==> src/hdl/ecr_map.svh <==
// register offsets, field positions, reset values and code points of the event channel router
`ifndef ECR_MAP_SVH
`define ECR_MAP_SVH
// register indices; a register's byte address is four times its index
`define ECR_IDX_MUX0 8'h00
`define ECR_IDX_CTRL0 8'h08
`define ECR_IDX_STROBE 8'h10
`define ECR_IDX_DATA 8'h11
`define ECR_ADDR_W 8
// control fields
`define ECR_CTRL_FILT_LSB 0
`define ECR_CTRL_QUAD_DECODE_ENABLE_BIT 3
`define ECR_CTRL_INDEX_SOURCE_ENABLE_BIT 4
`define ECR_CTRL_INDEX_STATE_SELECT_LSB 5
`define ECR_MUX_RESET 8'h00
`define ECR_CTRL_RESET 8'h00
// selector code points
`define ECR_SEL_RTC_OVF 8'h08
`define ECR_SEL_RTC_CMP 8'h09
`define ECR_SEL_AC_CH0 8'h10
`define ECR_SEL_AC_CH1 8'h11
`define ECR_SEL_AC_WIN 8'h12
`define ECR_SEL_ADC 8'h20
`define ECR_NIB_PORT_LO 4'h5
`define ECR_NIB_PORT_HI 4'h7
`define ECR_NIB_PRESC 4'h8
`define ECR_NIB_TC_LO 4'hC
`define ECR_NIB_TC_HI 4'hF
// time from an event being generated to its action, in cycles
`define ECR_LAT_MAX_NS 80
`define ECR_CLK_NS 40
`define ECR_LAT_CYCLES (`ECR_LAT_MAX_NS / `ECR_CLK_NS)
`endif

==> src/hdl/ecr_pkg.sv <==
// types shared by the event channel router
package ecr_pkg;
   typedef enum logic [1:0] {
      ECR_AXI_IDLE = 2'b00,
      ECR_AXI_RESP = 2'b01
   } ecr_axi_e;
   typedef enum logic [1:0] {
      ECR_QEV_NONE = 2'b00,
      ECR_QEV_INDEX = 2'b01,
      ECR_QEV_DOWN = 2'b10,
      ECR_QEV_UP = 2'b11
   } ecr_qev_e;
endpackage

==> src/hdl/ecr_router.sv <==
// event channel router with per-channel filters, quadrature decoder and axi4-lite registers
//
// The address map and the AXI4-Lite interface to the registers are this design's own decisions.
`timescale 1ns/10ps
`include "ecr_map.svh"
// ****************************************
// event channel router top
// ****************************************
module ecr_router
   import ecr_pkg::*;
#(
   parameter int NUM_CH = 4,
   parameter int NUM_TC = 5
) (
   // clock, reset, enable
   input wire logic i_clk,
   input wire logic i_rst,
   input wire logic i_ce,
   // event generators
   input wire logic i_rtc_wrap,
   input wire logic i_rtc_match,
   input wire logic [2:0] i_cmp_event,
   input wire logic i_adc_event,
   input wire logic [47:0] i_port_pins,
   input wire logic [NUM_TC*8-1:0] i_timer_events,
   // channel outputs: strobe and data per channel
   output logic [NUM_CH-1:0] o_event_strobe,
   output logic [NUM_CH-1:0] o_event_data,
   // axi4-lite slave
   input wire logic [`ECR_ADDR_W-1:0] s_axi_awaddr,
   input wire logic s_axi_awvalid,
   output logic s_axi_awready,
   input wire logic [31:0] s_axi_wdata,
   input wire logic [3:0] s_axi_wstrb,
   input wire logic s_axi_wvalid,
   output logic s_axi_wready,
   output logic [1:0] s_axi_bresp,
   output logic s_axi_bvalid,
   input wire logic s_axi_bready,
   input wire logic [`ECR_ADDR_W-1:0] s_axi_araddr,
   input wire logic s_axi_arvalid,
   output logic s_axi_arready,
   output logic [31:0] s_axi_rdata,
   output logic [1:0] s_axi_rresp,
   output logic s_axi_rvalid,
   input wire logic s_axi_rready
);
   // ****************************************
   // registers
   // ****************************************
   logic [7:0] mux_reg [NUM_CH];
   logic [7:0] ctrl_reg [NUM_CH];
   logic [7:0] data_reg;
   logic [7:0] strobe_reg;
   logic [NUM_CH-1:0] sw_fire_reg;
   logic [14:0] presc_reg;
   logic [1:0] phase_reg;
   logic phase_valid_reg;
   logic [NUM_CH-1:0] raw;
   logic [NUM_CH-1:0] filt;
   ecr_axi_e wr_state_reg;
   ecr_axi_e rd_state_reg;
   logic aw_held_reg;
   logic w_held_reg;
   logic [`ECR_ADDR_W-1:0] aw_addr_reg;
   logic [31:0] w_data_reg;
   logic [3:0] w_strb_reg;
   logic wr_fire;
   logic [`ECR_ADDR_W-1:0] wr_addr;
   logic [31:0] wr_data;
   logic wr_lane0;
   // ****************************************
   // write channel: takes address and data in either order
   // ****************************************
   assign s_axi_awready = (wr_state_reg == ECR_AXI_IDLE) && !aw_held_reg;
   assign s_axi_wready = (wr_state_reg == ECR_AXI_IDLE) && !w_held_reg;
   assign wr_addr = aw_held_reg ? aw_addr_reg : s_axi_awaddr;
   assign wr_data = w_held_reg ? w_data_reg : s_axi_wdata;
   assign wr_lane0 = w_held_reg ? w_strb_reg[0] : s_axi_wstrb[0];
   assign wr_fire = (wr_state_reg == ECR_AXI_IDLE) &&
      (aw_held_reg || s_axi_awvalid) && (w_held_reg || s_axi_wvalid);
   assign s_axi_bresp = 2'h0;
   assign s_axi_bvalid = (wr_state_reg == ECR_AXI_RESP);
   // hold whichever half arrives first until the other one shows up
   always_ff @(posedge i_clk or posedge i_rst) begin
      if (i_rst) begin
         wr_state_reg <= ECR_AXI_IDLE;
         aw_held_reg <= 1'b0;
         w_held_reg <= 1'b0;
         aw_addr_reg <= '0;
         w_data_reg <= 32'h0;
         w_strb_reg <= 4'h0;
      end else if (i_ce) begin
         case (wr_state_reg)
            ECR_AXI_IDLE: begin
               if (wr_fire) begin
                  wr_state_reg <= ECR_AXI_RESP;
                  aw_held_reg <= 1'b0;
                  w_held_reg <= 1'b0;
               end else begin
                  if (s_axi_awvalid && !aw_held_reg) begin
                     aw_held_reg <= 1'b1;
                     aw_addr_reg <= s_axi_awaddr;
                  end
                  if (s_axi_wvalid && !w_held_reg) begin
                     w_held_reg <= 1'b1;
                     w_data_reg <= s_axi_wdata;
                     w_strb_reg <= s_axi_wstrb;
                  end
               end
            end
            ECR_AXI_RESP: begin
               if (s_axi_bready) begin
                  wr_state_reg <= ECR_AXI_IDLE;
               end
            end
            default: wr_state_reg <= ECR_AXI_IDLE;
         endcase
      end
   end
   // ****************************************
   // register writes; unmapped writes are ignored and answer okay
   // ****************************************
   always_ff @(posedge i_clk or posedge i_rst) begin
      if (i_rst) begin
         for (int i = 0; i < NUM_CH; i++) begin
            mux_reg[i] <= `ECR_MUX_RESET;
            ctrl_reg[i] <= `ECR_CTRL_RESET;
         end
         data_reg <= 8'h00;
         strobe_reg <= 8'h00;
      end else if (i_ce && wr_fire && wr_lane0) begin
         for (int i = 0; i < NUM_CH; i++) begin
            if (wr_addr == 8'((`ECR_IDX_MUX0 + i) * 4)) begin
               mux_reg[i] <= wr_data[7:0];
            end
            if (wr_addr == 8'((`ECR_IDX_CTRL0 + i) * 4)) begin
               // bit 7 reserved; odd channels keep the index bits but have no decode enable
               ctrl_reg[i] <= (i % 2 == 0) ? {1'b0, wr_data[6:0]} :
                  {1'b0, wr_data[6:4], 1'b0, wr_data[2:0]};
            end
         end
         if (wr_addr == (`ECR_IDX_DATA << 2)) begin
            data_reg <= wr_data[7:0];
         end
         if (wr_addr == (`ECR_IDX_STROBE << 2)) begin
            strobe_reg <= wr_data[7:0];
         end
      end
   end
   // a strobe write fires channels whose strobe or data bit is set, for one cycle
   always_ff @(posedge i_clk or posedge i_rst) begin
      if (i_rst) begin
         sw_fire_reg <= '0;
      end else if (i_ce) begin
         if (wr_fire && wr_lane0 && wr_addr == (`ECR_IDX_STROBE << 2)) begin
            sw_fire_reg <= wr_data[NUM_CH-1:0] | data_reg[NUM_CH-1:0];
         end else begin
            sw_fire_reg <= '0;
         end
      end
   end
   // ****************************************
   // read channel: one cycle from address to data
   // ****************************************
   assign s_axi_arready = (rd_state_reg == ECR_AXI_IDLE);
   assign s_axi_rvalid = (rd_state_reg == ECR_AXI_RESP);
   always_ff @(posedge i_clk or posedge i_rst) begin
      if (i_rst) begin
         rd_state_reg <= ECR_AXI_IDLE;
         s_axi_rdata <= 32'h0;
         s_axi_rresp <= 2'h0;
      end else if (i_ce) begin
         case (rd_state_reg)
            ECR_AXI_IDLE: begin
               if (s_axi_arvalid) begin
                  rd_state_reg <= ECR_AXI_RESP;
                  s_axi_rresp <= 2'h0;
                  s_axi_rdata <= 32'h0;
                  for (int i = 0; i < NUM_CH; i++) begin
                     if (s_axi_araddr == 8'((`ECR_IDX_MUX0 + i) * 4)) begin
                        s_axi_rdata <= {24'h0, mux_reg[i]};
                     end
                     if (s_axi_araddr == 8'((`ECR_IDX_CTRL0 + i) * 4)) begin
                        s_axi_rdata <= {24'h0, ctrl_reg[i]};
                     end
                  end
                  if (s_axi_araddr == (`ECR_IDX_STROBE << 2)) begin
                     s_axi_rdata <= {24'h0, strobe_reg};
                  end else if (s_axi_araddr == (`ECR_IDX_DATA << 2)) begin
                     s_axi_rdata <= {24'h0, data_reg};
                  end
               end
            end
            ECR_AXI_RESP: begin
               if (s_axi_rready) begin
                  rd_state_reg <= ECR_AXI_IDLE;
               end
            end
            default: rd_state_reg <= ECR_AXI_IDLE;
         endcase
      end
   end
   // ****************************************
   // prescaler: bit m toggles at clock / 2^(m+1), a pulse every 2^m cycles
   // ****************************************
   always_ff @(posedge i_clk or posedge i_rst) begin
      if (i_rst) begin
         presc_reg <= 15'h0000;
      end else if (i_ce) begin
         presc_reg <= presc_reg + 15'h0001;
      end
   end
   // ****************************************
   // per-channel selector and filter
   // ****************************************
   generate
      for (genvar c = 0; c < NUM_CH; c++) begin : g_ch
         logic [7:0] sel;
         logic [2:0] cnt_reg;
         logic last_reg;
         logic [2:0] tc_idx;
         logic [3:0] nib;
         assign sel = mux_reg[c];
         assign nib = sel[7:4];
         assign tc_idx = (nib == `ECR_NIB_TC_LO) ? {2'b00, sel[3]} :
            3'(nib - `ECR_NIB_TC_LO) + 3'h1;
         // source selection; reserved and absent codes route nothing
         always_comb begin
            raw[c] = 1'b0;
            if (sel == `ECR_SEL_RTC_OVF) begin
               raw[c] = i_rtc_wrap;
            end else if (sel == `ECR_SEL_RTC_CMP) begin
               raw[c] = i_rtc_match;
            end else if (sel >= `ECR_SEL_AC_CH0 && sel <= `ECR_SEL_AC_WIN) begin
               raw[c] = i_cmp_event[sel[1:0]];
            end else if (sel == `ECR_SEL_ADC) begin
               raw[c] = i_adc_event;
            end else if (nib >= `ECR_NIB_PORT_LO && nib <= `ECR_NIB_PORT_HI) begin
               // level sources pass through every cycle they stay active
               raw[c] = i_port_pins[{nib[1:0] - 2'b01, sel[3], sel[2:0]}];
            end else if (nib == `ECR_NIB_PRESC) begin
               // one-cycle pulse every 2^m cycles; m=0 fires every cycle
               raw[c] = (sel[3:0] == 4'h0) ? 1'b1 :
                  (presc_reg & ((15'h0001 << sel[3:0]) - 15'h0001)) == 15'h0000;
            end else if (nib >= `ECR_NIB_TC_LO && (!sel[3] || nib == `ECR_NIB_TC_LO)) begin
               // types 2 and 3 reserved; C,D absent on the second timer
               if (sel[2:1] != 2'b01 && !(sel[3] && sel[2:1] == 2'b11) &&
                  int'(tc_idx) < NUM_TC) begin
                  raw[c] = i_timer_events[8 * int'(tc_idx) + int'(sel[2:0])];
               end
            end
         end
         // filter: stable sample run of length field+1; field 0 passes at once
         always_ff @(posedge i_clk or posedge i_rst) begin
            if (i_rst) begin
               cnt_reg <= 3'h0;
               last_reg <= 1'b0;
            end else if (i_ce) begin
               last_reg <= raw[c];
               if (raw[c] != last_reg) begin
                  cnt_reg <= 3'h0;
               end else if (cnt_reg != 3'h7) begin
                  cnt_reg <= cnt_reg + 3'h1;
               end
            end
         end
         // length 1 is the raw sample; longer lengths need the stable run
         assign filt[c] = (ctrl_reg[c][2:0] == 3'h0) ? raw[c] :
            (raw[c] && raw[c] == last_reg && cnt_reg >= ctrl_reg[c][2:0] - 3'h1);
      end
   endgenerate
   // ****************************************
   // quadrature decoder on channel 0, index from channel 1
   // ****************************************
   logic [1:0] phase_now;
   logic qd_en;
   logic idx_en;
   logic idx_hit;
   ecr_qev_e qev;
   assign qd_en = ctrl_reg[0][`ECR_CTRL_QUAD_DECODE_ENABLE_BIT];
   // phase zero is channel 0 source pin, phase ninety the next pin up
   always_comb begin
      phase_now = 2'b00;
      if (mux_reg[0][7:4] >= `ECR_NIB_PORT_LO && mux_reg[0][7:4] <= `ECR_NIB_PORT_HI) begin
         // low-level sensed pins: the phase level is the inverse of the pin
         phase_now = {~i_port_pins[{mux_reg[0][5:4] - 2'b01, mux_reg[0][3:0]}],
            ~i_port_pins[6'({mux_reg[0][5:4] - 2'b01, mux_reg[0][3:0]}) + 6'h01]};
      end
   end
   assign idx_en = ctrl_reg[1][`ECR_CTRL_INDEX_SOURCE_ENABLE_BIT];
   assign idx_hit = idx_en && filt[1] &&
      phase_now == ctrl_reg[1][`ECR_CTRL_INDEX_STATE_SELECT_LSB +: 2];
   // gray sequence 00,01,11,10 is forward (ninety leads zero)
   always_comb begin
      qev = ECR_QEV_NONE;
      if (phase_valid_reg && phase_now != phase_reg) begin
         case ({phase_reg, phase_now})
            4'b0001, 4'b0111, 4'b1110, 4'b1000: qev = ECR_QEV_UP;
            4'b0010, 4'b1011, 4'b1101, 4'b0100: qev = ECR_QEV_DOWN;
            default: qev = ECR_QEV_NONE; // double step is dropped
         endcase
      end
      if (idx_hit && qev == ECR_QEV_NONE) begin
         qev = ECR_QEV_INDEX;
      end
   end
   always_ff @(posedge i_clk or posedge i_rst) begin
      if (i_rst) begin
         phase_reg <= 2'b00;
         phase_valid_reg <= 1'b0;
      end else if (i_ce) begin
         if (qd_en) begin
            phase_reg <= phase_now;
            phase_valid_reg <= 1'b1;
         end else begin
            phase_valid_reg <= 1'b0;
         end
      end
   end
   // ****************************************
   // channel outputs, registered: one cycle of latency
   // ****************************************
   always_ff @(posedge i_clk or posedge i_rst) begin
      if (i_rst) begin
         o_event_strobe <= '0;
         o_event_data <= '0;
      end else if (i_ce) begin
         for (int i = 0; i < NUM_CH; i++) begin
            // software events override the selector for their cycle
            if (sw_fire_reg[i]) begin
               o_event_strobe[i] <= strobe_reg[i];
               o_event_data[i] <= data_reg[i];
            end else if (i == 0 && qd_en) begin
               o_event_strobe[i] <= qev[1];
               o_event_data[i] <= qev[0];
            end else begin
               o_event_strobe[i] <= filt[i];
               o_event_data[i] <= 1'b0;
            end
         end
      end
   end

endmodule

==> config.mk <==
export PLATFORM = sky130hd
export DESIGN_NAME = ecr_router
export DESIGN_NICKNAME = d
export VERILOG_FILES = /design/src/hdl/ecr_pkg.sv /design/src/hdl/ecr_router.sv
export VERILOG_INCLUDE_DIRS = /design/src /design/src/hdl
export SDC_FILE = /design/constraint.sdc
export NUM_CORES = 1
export LEC_CHECK = 0
export BUFFER_PORTS_ARGS = -buffer_cell sky130_fd_sc_hd__buf_4
export CORE_MARGIN = 8
export CORE_UTILIZATION = 60
export DETAILED_ROUTE_END_ITERATION = 8
export PLACE_DENSITY = 0.89
export SYNTH_ARGS = -nofsm -noshare
export SYNTH_HDL_FRONTEND = slang
export SYNTH_SLANG_ARGS = --single-unit
==> constraint.sdc <==
create_clock -name i_clk -period 10.93 [get_ports i_clk]
set_input_delay 1.093 -clock i_clk [delete_from_list [all_inputs] [get_ports i_clk]]
set_output_delay 1.093 -clock i_clk [all_outputs]
set_load 0.01 [all_outputs]
# Word-level counts from Yosys, hierarchy flattened
# Memories as Yosys holds them, arrays and structs flattened.
# Cells that the tools add are included.
classes:
  n_addsub: 30
  reduce_logical: 107
  n_lt_le_gt_ge: 41
  n_eq_ne: 66
  bitwise: 8
  shift: 4
  muxes: 120
ops:
  columns: ["cell", "n"]
  rows:
  - ["32-bit 2-to-1 mux", 9]
  - ["8-bit by 4-bit == test with 1-bit output, second input constant", 12]
  - ["8-bit by 6-bit == test with 1-bit output, second input constant", 12]
  - ["1-bit 2-to-1 mux", 73]
  - ["15-bit AND", 4]
  - ["15-bit logical NOT", 4]
  - ["1-bit by 4-bit << shifter with 15-bit output, first input constant", 4]
  - ["15-bit by 1-bit subtractor with 15-bit output, second input constant", 4]
  - ["1-bit binary-select mux with 6-bit select", 9]
  - ["1-bit logical AND", 46]
  - ["3-bit 2-to-1 mux", 12]
  - ["6-bit by 7-bit < comparator with 1-bit output, second input constant", 5]
  - ["4-bit == test, second input constant", 8]
  - ["8-bit by 7-bit == test with 1-bit output, second input constant", 4]
  - ["8-bit by 5-bit >= comparator with 1-bit output, second input constant", 4]
  - ["8-bit by 5-bit <= comparator with 1-bit output, second input constant", 4]
  - ["2-bit AND reduction", 15]
  - ["6-bit by 3-bit adder with 7-bit output", 4]
  - ["7-bit < comparator, second input constant", 4]
  - ["3-bit by 1-bit adder with 3-bit output, second input constant", 8]
  - ["8-bit 2-to-1 mux", 3]
  - ["8-bit by 3-bit == test with 1-bit output, second input constant", 2]
  - ["4-bit by 3-bit >= comparator with 1-bit output, second input constant", 4]
  - ["4-bit >= comparator, second input constant", 4]
  - ["other kinds (33)", 118]
word_totals:
  rom_bits: 32
  wordCells: 409
  n_memories: 1
  ff_bits: 175
mem_list:
  columns: ["name", "depth", "width", "read_ports", "rd_ports_with_merged_regs", "wr", "line_no", "rtl"]
  rows:
  - ["(no name shown)", 16, 2, 1, 0, 0, "ecr_router.sv:298", "case ({phase_reg, phase_now})"]

# Logic depth before layout (Yosys ltp)
logic_depth:
  ltp_word: 25
  ltp_mapped: 22
  mapped_depth_nobuf: 19

# Least setup slack after synthesis
# OpenSTA, ideal clock, no wires.
synth_path:
  kind: "reg-to-reg"
  startpoint: "reg mux_reg (netlist bit g_ch[2].sel[0])"
  endpoint: "reg g_ch[2].cnt_reg[0]"
  path_stages_with_launch: 21
  period_less_slack_ns: 4.189
  n_path_buf: 5
  setup_time_ns: 0.065
  path_slack_ns: 6.741
  arrival_ns: 4.125
  path_cell_list: "dfrtp_1 clkbuf_1 buf_2 buf_2 buf_2 buf_2 nor4_1 inv_1 ha_1 and2_1 or2_2 a41o_1 a21oi_1 and4b_1 a31oi_1 o31a_1 o22a_1 inv_1 ha_1 o21ai_0 mux2_2"
synth_via:
  elab_chain_cells: 15
  elab_cells_between_ends: 32
  classes_between: "2 x add/sub; 2 x order compare; 4 x eq/ne; 1 x shift; 17 x mux; 1 x bitwise; 5 x reduce/logical"
synth_lines:
  columns: ["item", "line_no", "rtl"]
  rows:
  - ["start: declaration", "ecr_router.sv:51", "logic [7:0] mux_reg [NUM_CH];"]
  - ["start signal: indexed assignment", "ecr_router.sv:127", "mux_reg[i] <= `ECR_MUX_RESET;"]
  - ["start signal: indexed assignment", "ecr_router.sv:135", "mux_reg[i] <= wr_data[7:0];"]
  - ["6-bit by 3-bit adder with 7-bit output", "ecr_router.sv:250", "raw[c] = i_timer_events[8 * int'(tc_idx) + int'(sel[2:0])];"]
  - ["1-bit binary-select mux with 6-bit select", "ecr_router.sv:250", null]
  - ["1-bit 2-to-1 mux (not written as such) (2 in a row)", "ecr_router.sv:250", null]
  - ["1-bit 2-to-1 mux", "ecr_router.sv:248", "if (sel[2:1] != 2'b01 && !(sel[3] && sel[2:1] == 2'b11) &&"]
  - ["1-bit 2-to-1 mux", "ecr_router.sv:246", "end else if (nib >= `ECR_NIB_TC_LO && (!sel[3] || nib == `ECR_NIB_TC_LO)) begin"]
  - ["1-bit 2-to-1 mux", "ecr_router.sv:242", "end else if (nib == `ECR_NIB_PRESC) begin"]
  - ["1-bit 2-to-1 mux", "ecr_router.sv:239", "end else if (nib >= `ECR_NIB_PORT_LO && nib <= `ECR_NIB_PORT_HI) begin"]
  - ["1-bit 2-to-1 mux", "ecr_router.sv:237", "end else if (sel == `ECR_SEL_ADC) begin"]
  - ["1-bit 2-to-1 mux", "ecr_router.sv:235", "end else if (sel >= `ECR_SEL_AC_CH0 && sel <= `ECR_SEL_AC_WIN) begin"]
  - ["1-bit 2-to-1 mux", "ecr_router.sv:233", "end else if (sel == `ECR_SEL_RTC_CMP) begin"]
  - ["1-bit 2-to-1 mux *", "ecr_router.sv:231", "if (sel == `ECR_SEL_RTC_OVF) begin"]
  - ["via raw[2]", "ecr_router.sv:59", "logic [NUM_CH-1:0] raw;"]
  - ["1-bit != test *", "ecr_router.sv:261", "if (raw[c] != last_reg) begin"]
  - ["2-bit nonzero test (no line)", null, null]
  - ["2-bit AND reduction (no line)", null, null]
  - ["end signal: assignment", "ecr_router.sv:264", "cnt_reg <= cnt_reg + 3'h1;"]
  - ["end: declaration", "ecr_router.sv:220", "logic [2:0] cnt_reg;"]
# Mark *: on every way through the listed nets, which the timed path passes. The rest lies on a longest branch. The select of a mux whose other input is x is not followed.
# A chain may end at the register's enable or synchronous reset.

# Worst setup path after layout
layout_path:
  startpoint: "reg mux_reg (netlist bit g_ch[2].sel[2])"
  endpoint: "reg g_ch[2].cnt_reg[0]"
layout_via:
  elab_chain_cells: 16
  elab_cells_between_ends: 36
  classes_between: "2 x add/sub; 2 x order compare; 6 x eq/ne; 1 x shift; 15 x mux; 1 x bitwise; 9 x reduce/logical"
layout_lines:
  columns: ["item", "line_no"]
  rows:
  - ["branches (longest 12 deep; another with 6-bit by 3-bit adder with 7-bit output)", null]
  - ["1-bit 2-to-1 mux *", "ecr_router.sv:231"]
  - ["via raw[2]", "ecr_router.sv:59"]
  - ["1-bit != test *", "ecr_router.sv:261"]
  - ["2-bit nonzero test (no line)", null]
  - ["2-bit AND reduction (no line)", null]
# Mark *: on every way through the listed nets, which the timed path passes. The select of a mux whose other input is x is not followed.

==> impl_results.md <==
* # setup viols final at 0
* Min Tclk post-route at 4.85 ns
* Remaining antenna violation count after routing at 0
* Rel. slew slack at 0.203
* Critical path type: flop to flop
* Clk buf depth at 2
* CP startpoint: g_ch[2].sel[2]
* Worst Reg-to-Reg Cells at 16
* WP data arrival at 5.21 ns
* Clk Latency, worst-skew pair at ~0.43 ns
* Max Slew Vio Count at 0
* Vias at 13228
* Ratio of cells with drive above 1 in the final layout at 0.217
* Core area at 22600 um2
* Post-synthesis mux area share at 0.241
* Syn Inst Count at 1480
* Vias in the first global route at ~13000
* First drt pass iteration count at 7
* CP Launch Type: flop
* Port bufs at 147
* Die extent in x at 168 um
* Slowest stage cell, crit path: dfrtp_1
* Clk_skew at 0.0125 ns
* PostCTS Resize Cnt at 0
* Max reg flops at 32
* DP Wirelength at 31.0 mm
* Min-Delay Startpoint: s_axi_rdata[1]
* Die footprint at 28200 um2
* Leak pwr at 0.00641 uW
* Root Buffer: clkbuf_16
* Cell row count at 55
* Synthesized flop and latch total at 149
* Asr flop ratio synth at 1.00
* CTS Buf Count at 17
* Crit. End Element: flop
* Die height at between 150 and 200 um
* CTS tree: built
* Finished Cell Area at 15400 um2
* Worst-margin pin slew at 1.16 ns
* Most common cell after layout, fill and taps aside: buf_4
* First-pass GRT wire length at 71.0 mm
* Largest net degree at the start of global routing at 80
* Vias per std cell at 7.19
* Hold Crit Class: flop to flop
* Initial core utilization at 0.613
* Post-synthesis sequential area ratio at 0.269
* Final WL at between 40 and 50 mm
* CTS Sinks at 149
* Worst VDD drop at 110 uV
* Initial antenna violation count at 0
* Most frequent cells in the layout: buf_4, dfrtp_1, nor2_1
* Clk slew on worst S/H paths at 0.06 ns
* Xor/xnor share of the synthesized area at 0.0202
* # H-tree levels at 4
* Wire per inst at 24.3 um
* Power Density at roughly 170 nW/um2
* DRC at 0
* Synthesized area at roughly 14000 um2
* Hold depth at 1
* Critical path required time at 11.29 ns
* Max incr delay on CP at 0.65 ns
* Gp weighted congestion at 0.970
* CP Cell Sequence: buf_4 > nor4_1 > inv_1 > ha_1 > and2_1 > or2_2 > a41o_1 > a21oi_1 > and4b_1 > a31oi_1 > o31a_1 > o22a_1 > inv_1 > ha_1 > nor3_1 > mux2_2
* Post-DP Area at 14800 um2
* Max_cap viols at 0
* Largest family of logic cells by synthesized area: multiplexers
* P&R area growth vs syn at 11.3%
* Post-route clock period utilization at 0.444
* Endpoints failing hold at 0
* Status: complete, no violations
* Dominant synthesized flop cell: dfrtp_1
* RR Startpoint: g_ch[2].sel[2]
* CTS hold repair buffers at 0
* Setup TNS at 0 ns
* Grt ovf at 0
* CP Max Fanout at 17
* N_diodes at 0
* Yosys warns at 0
* Peak Freq at 206 MHz
* Post-synthesis adder-cell area fraction at 0.0568
* Setup Buffers After CTS at 0
* Synth Area in Simple Gates at 0.159
* Initial drt markers at 2132
* IO Pins at 203
* Syn avg cell area at ~9.4 um2
* Final net count at 1760
* EDFF count, synth at 0
* Yosys cell types at 82
* Synth Area in Compound Gates at 0.180
* RSZ-0062 raised after global routing: false
* All-Layer GR Usage at 0.311
-- metrics by stage --
| stage | worst slack (ns) | hold WS [ns] | power (uW) | util | std cells |
|---|---|---|---|---|---|
| floorplan | 5.83 | 0.479 | 1570 | - | 1507 |
| global placement | 6.36 | 0.463 | 1830 | 0.653 | 1809 |
| detailed placement | 6.25 | 0.474 | 1890 | 0.653 | 1809 |
| CTS | 6.22 | 0.494 | 2550 | 0.682 | 1841 |
| global route | 5.81 | 0.499 | 2700 | 0.682 | 1841 |
| finish | 6.08 | 0.491 | 2580 | 0.682 | 1841 |
-- synth_stat cells (32+ instances only) --
cell | count | share of area
a21oi_1 | 127 | 0.046
buf_4 | 32 | 0.017
clkbuf_1 | 77 | 0.021
dfrtp_1 | 149 | 0.27
ha_1 | 63 | 0.057
inv_1 | 64 | 0.017
mux2i_1 | 37 | 0.027
mux4_2 | 94 | 0.15
nand2_1 | 101 | 0.027
nor2_1 | 143 | 0.039
nor3_1 | 33 | 0.012
o21ai_0 | 82 | 0.030
-- routing by layer --
layer	GRT usage	part of all wire	wire length [um]
met5	0	0	0
met4	0.151	0.054	2390
met1	0.386	0.36	15900
met3	0.0940	0.13	5820
met2	0.491	0.46	20500
-- final timing paths --
| kind | slack (ns) | to |
|---|---|---|
| worst max-delay path | 6.08 | g_ch[2].cnt_reg[0] |
| worst min-delay path | 0.49 | s_axi_rdata[1] |
| worst max register to register | 6.08 | g_ch[2].cnt_reg[0] |
| worst min register to register | 0.49 | s_axi_rdata[1] |
| max in group asynchronous | 8.73 | ctrl_reg[5] |
| min in group asynchronous | 0.75 | g_ch[1].sel[2] |
-- where the power goes --
group,total [uW],internal (uW),leakage (uW),switching (uW)
sequential,824,658,0.00199,166
combinational,1110,506,0.00411,603
clock,651,412,0.000307,239
-- critical path, delay by kind of cell (launching register included) --
family / cells / cell delay (ns)
muxes: 1 / 0.23
AOI/OAI and AO/OA: 5 / 1.09
DFF: 1 / 0.65
adders and majority gates: 2 / 0.62
buffers and inverters: 3 / 0.54
and+or+nand+nor: 5 / 1.62
-- cell families (layout without fill, tap and decap cells) --
family / after synthesis / in the layout
simple gates: 452 / 452
compound gates: 388 / 388
buf+inv: 214 / 263
mux: 181 / 181
flops: 149 / 149
fa+ha+maj: 63 / 63
xor+xnor: 32 / 32
other cells: 1 / 28
-- layout make-up --
class / count / area, um2
multi-input cells: 1144 / 9220
clock buffers: 20 / 447
flip-flops and latches: 149 / 3730
well taps: 285 / 357
clock inverters: 12 / 200
inverters: 66 / 253
repair buffers: 165 / 1240
fillers: 1617 / 7200
No activity file was read; power rests on OpenSTA's default activity.
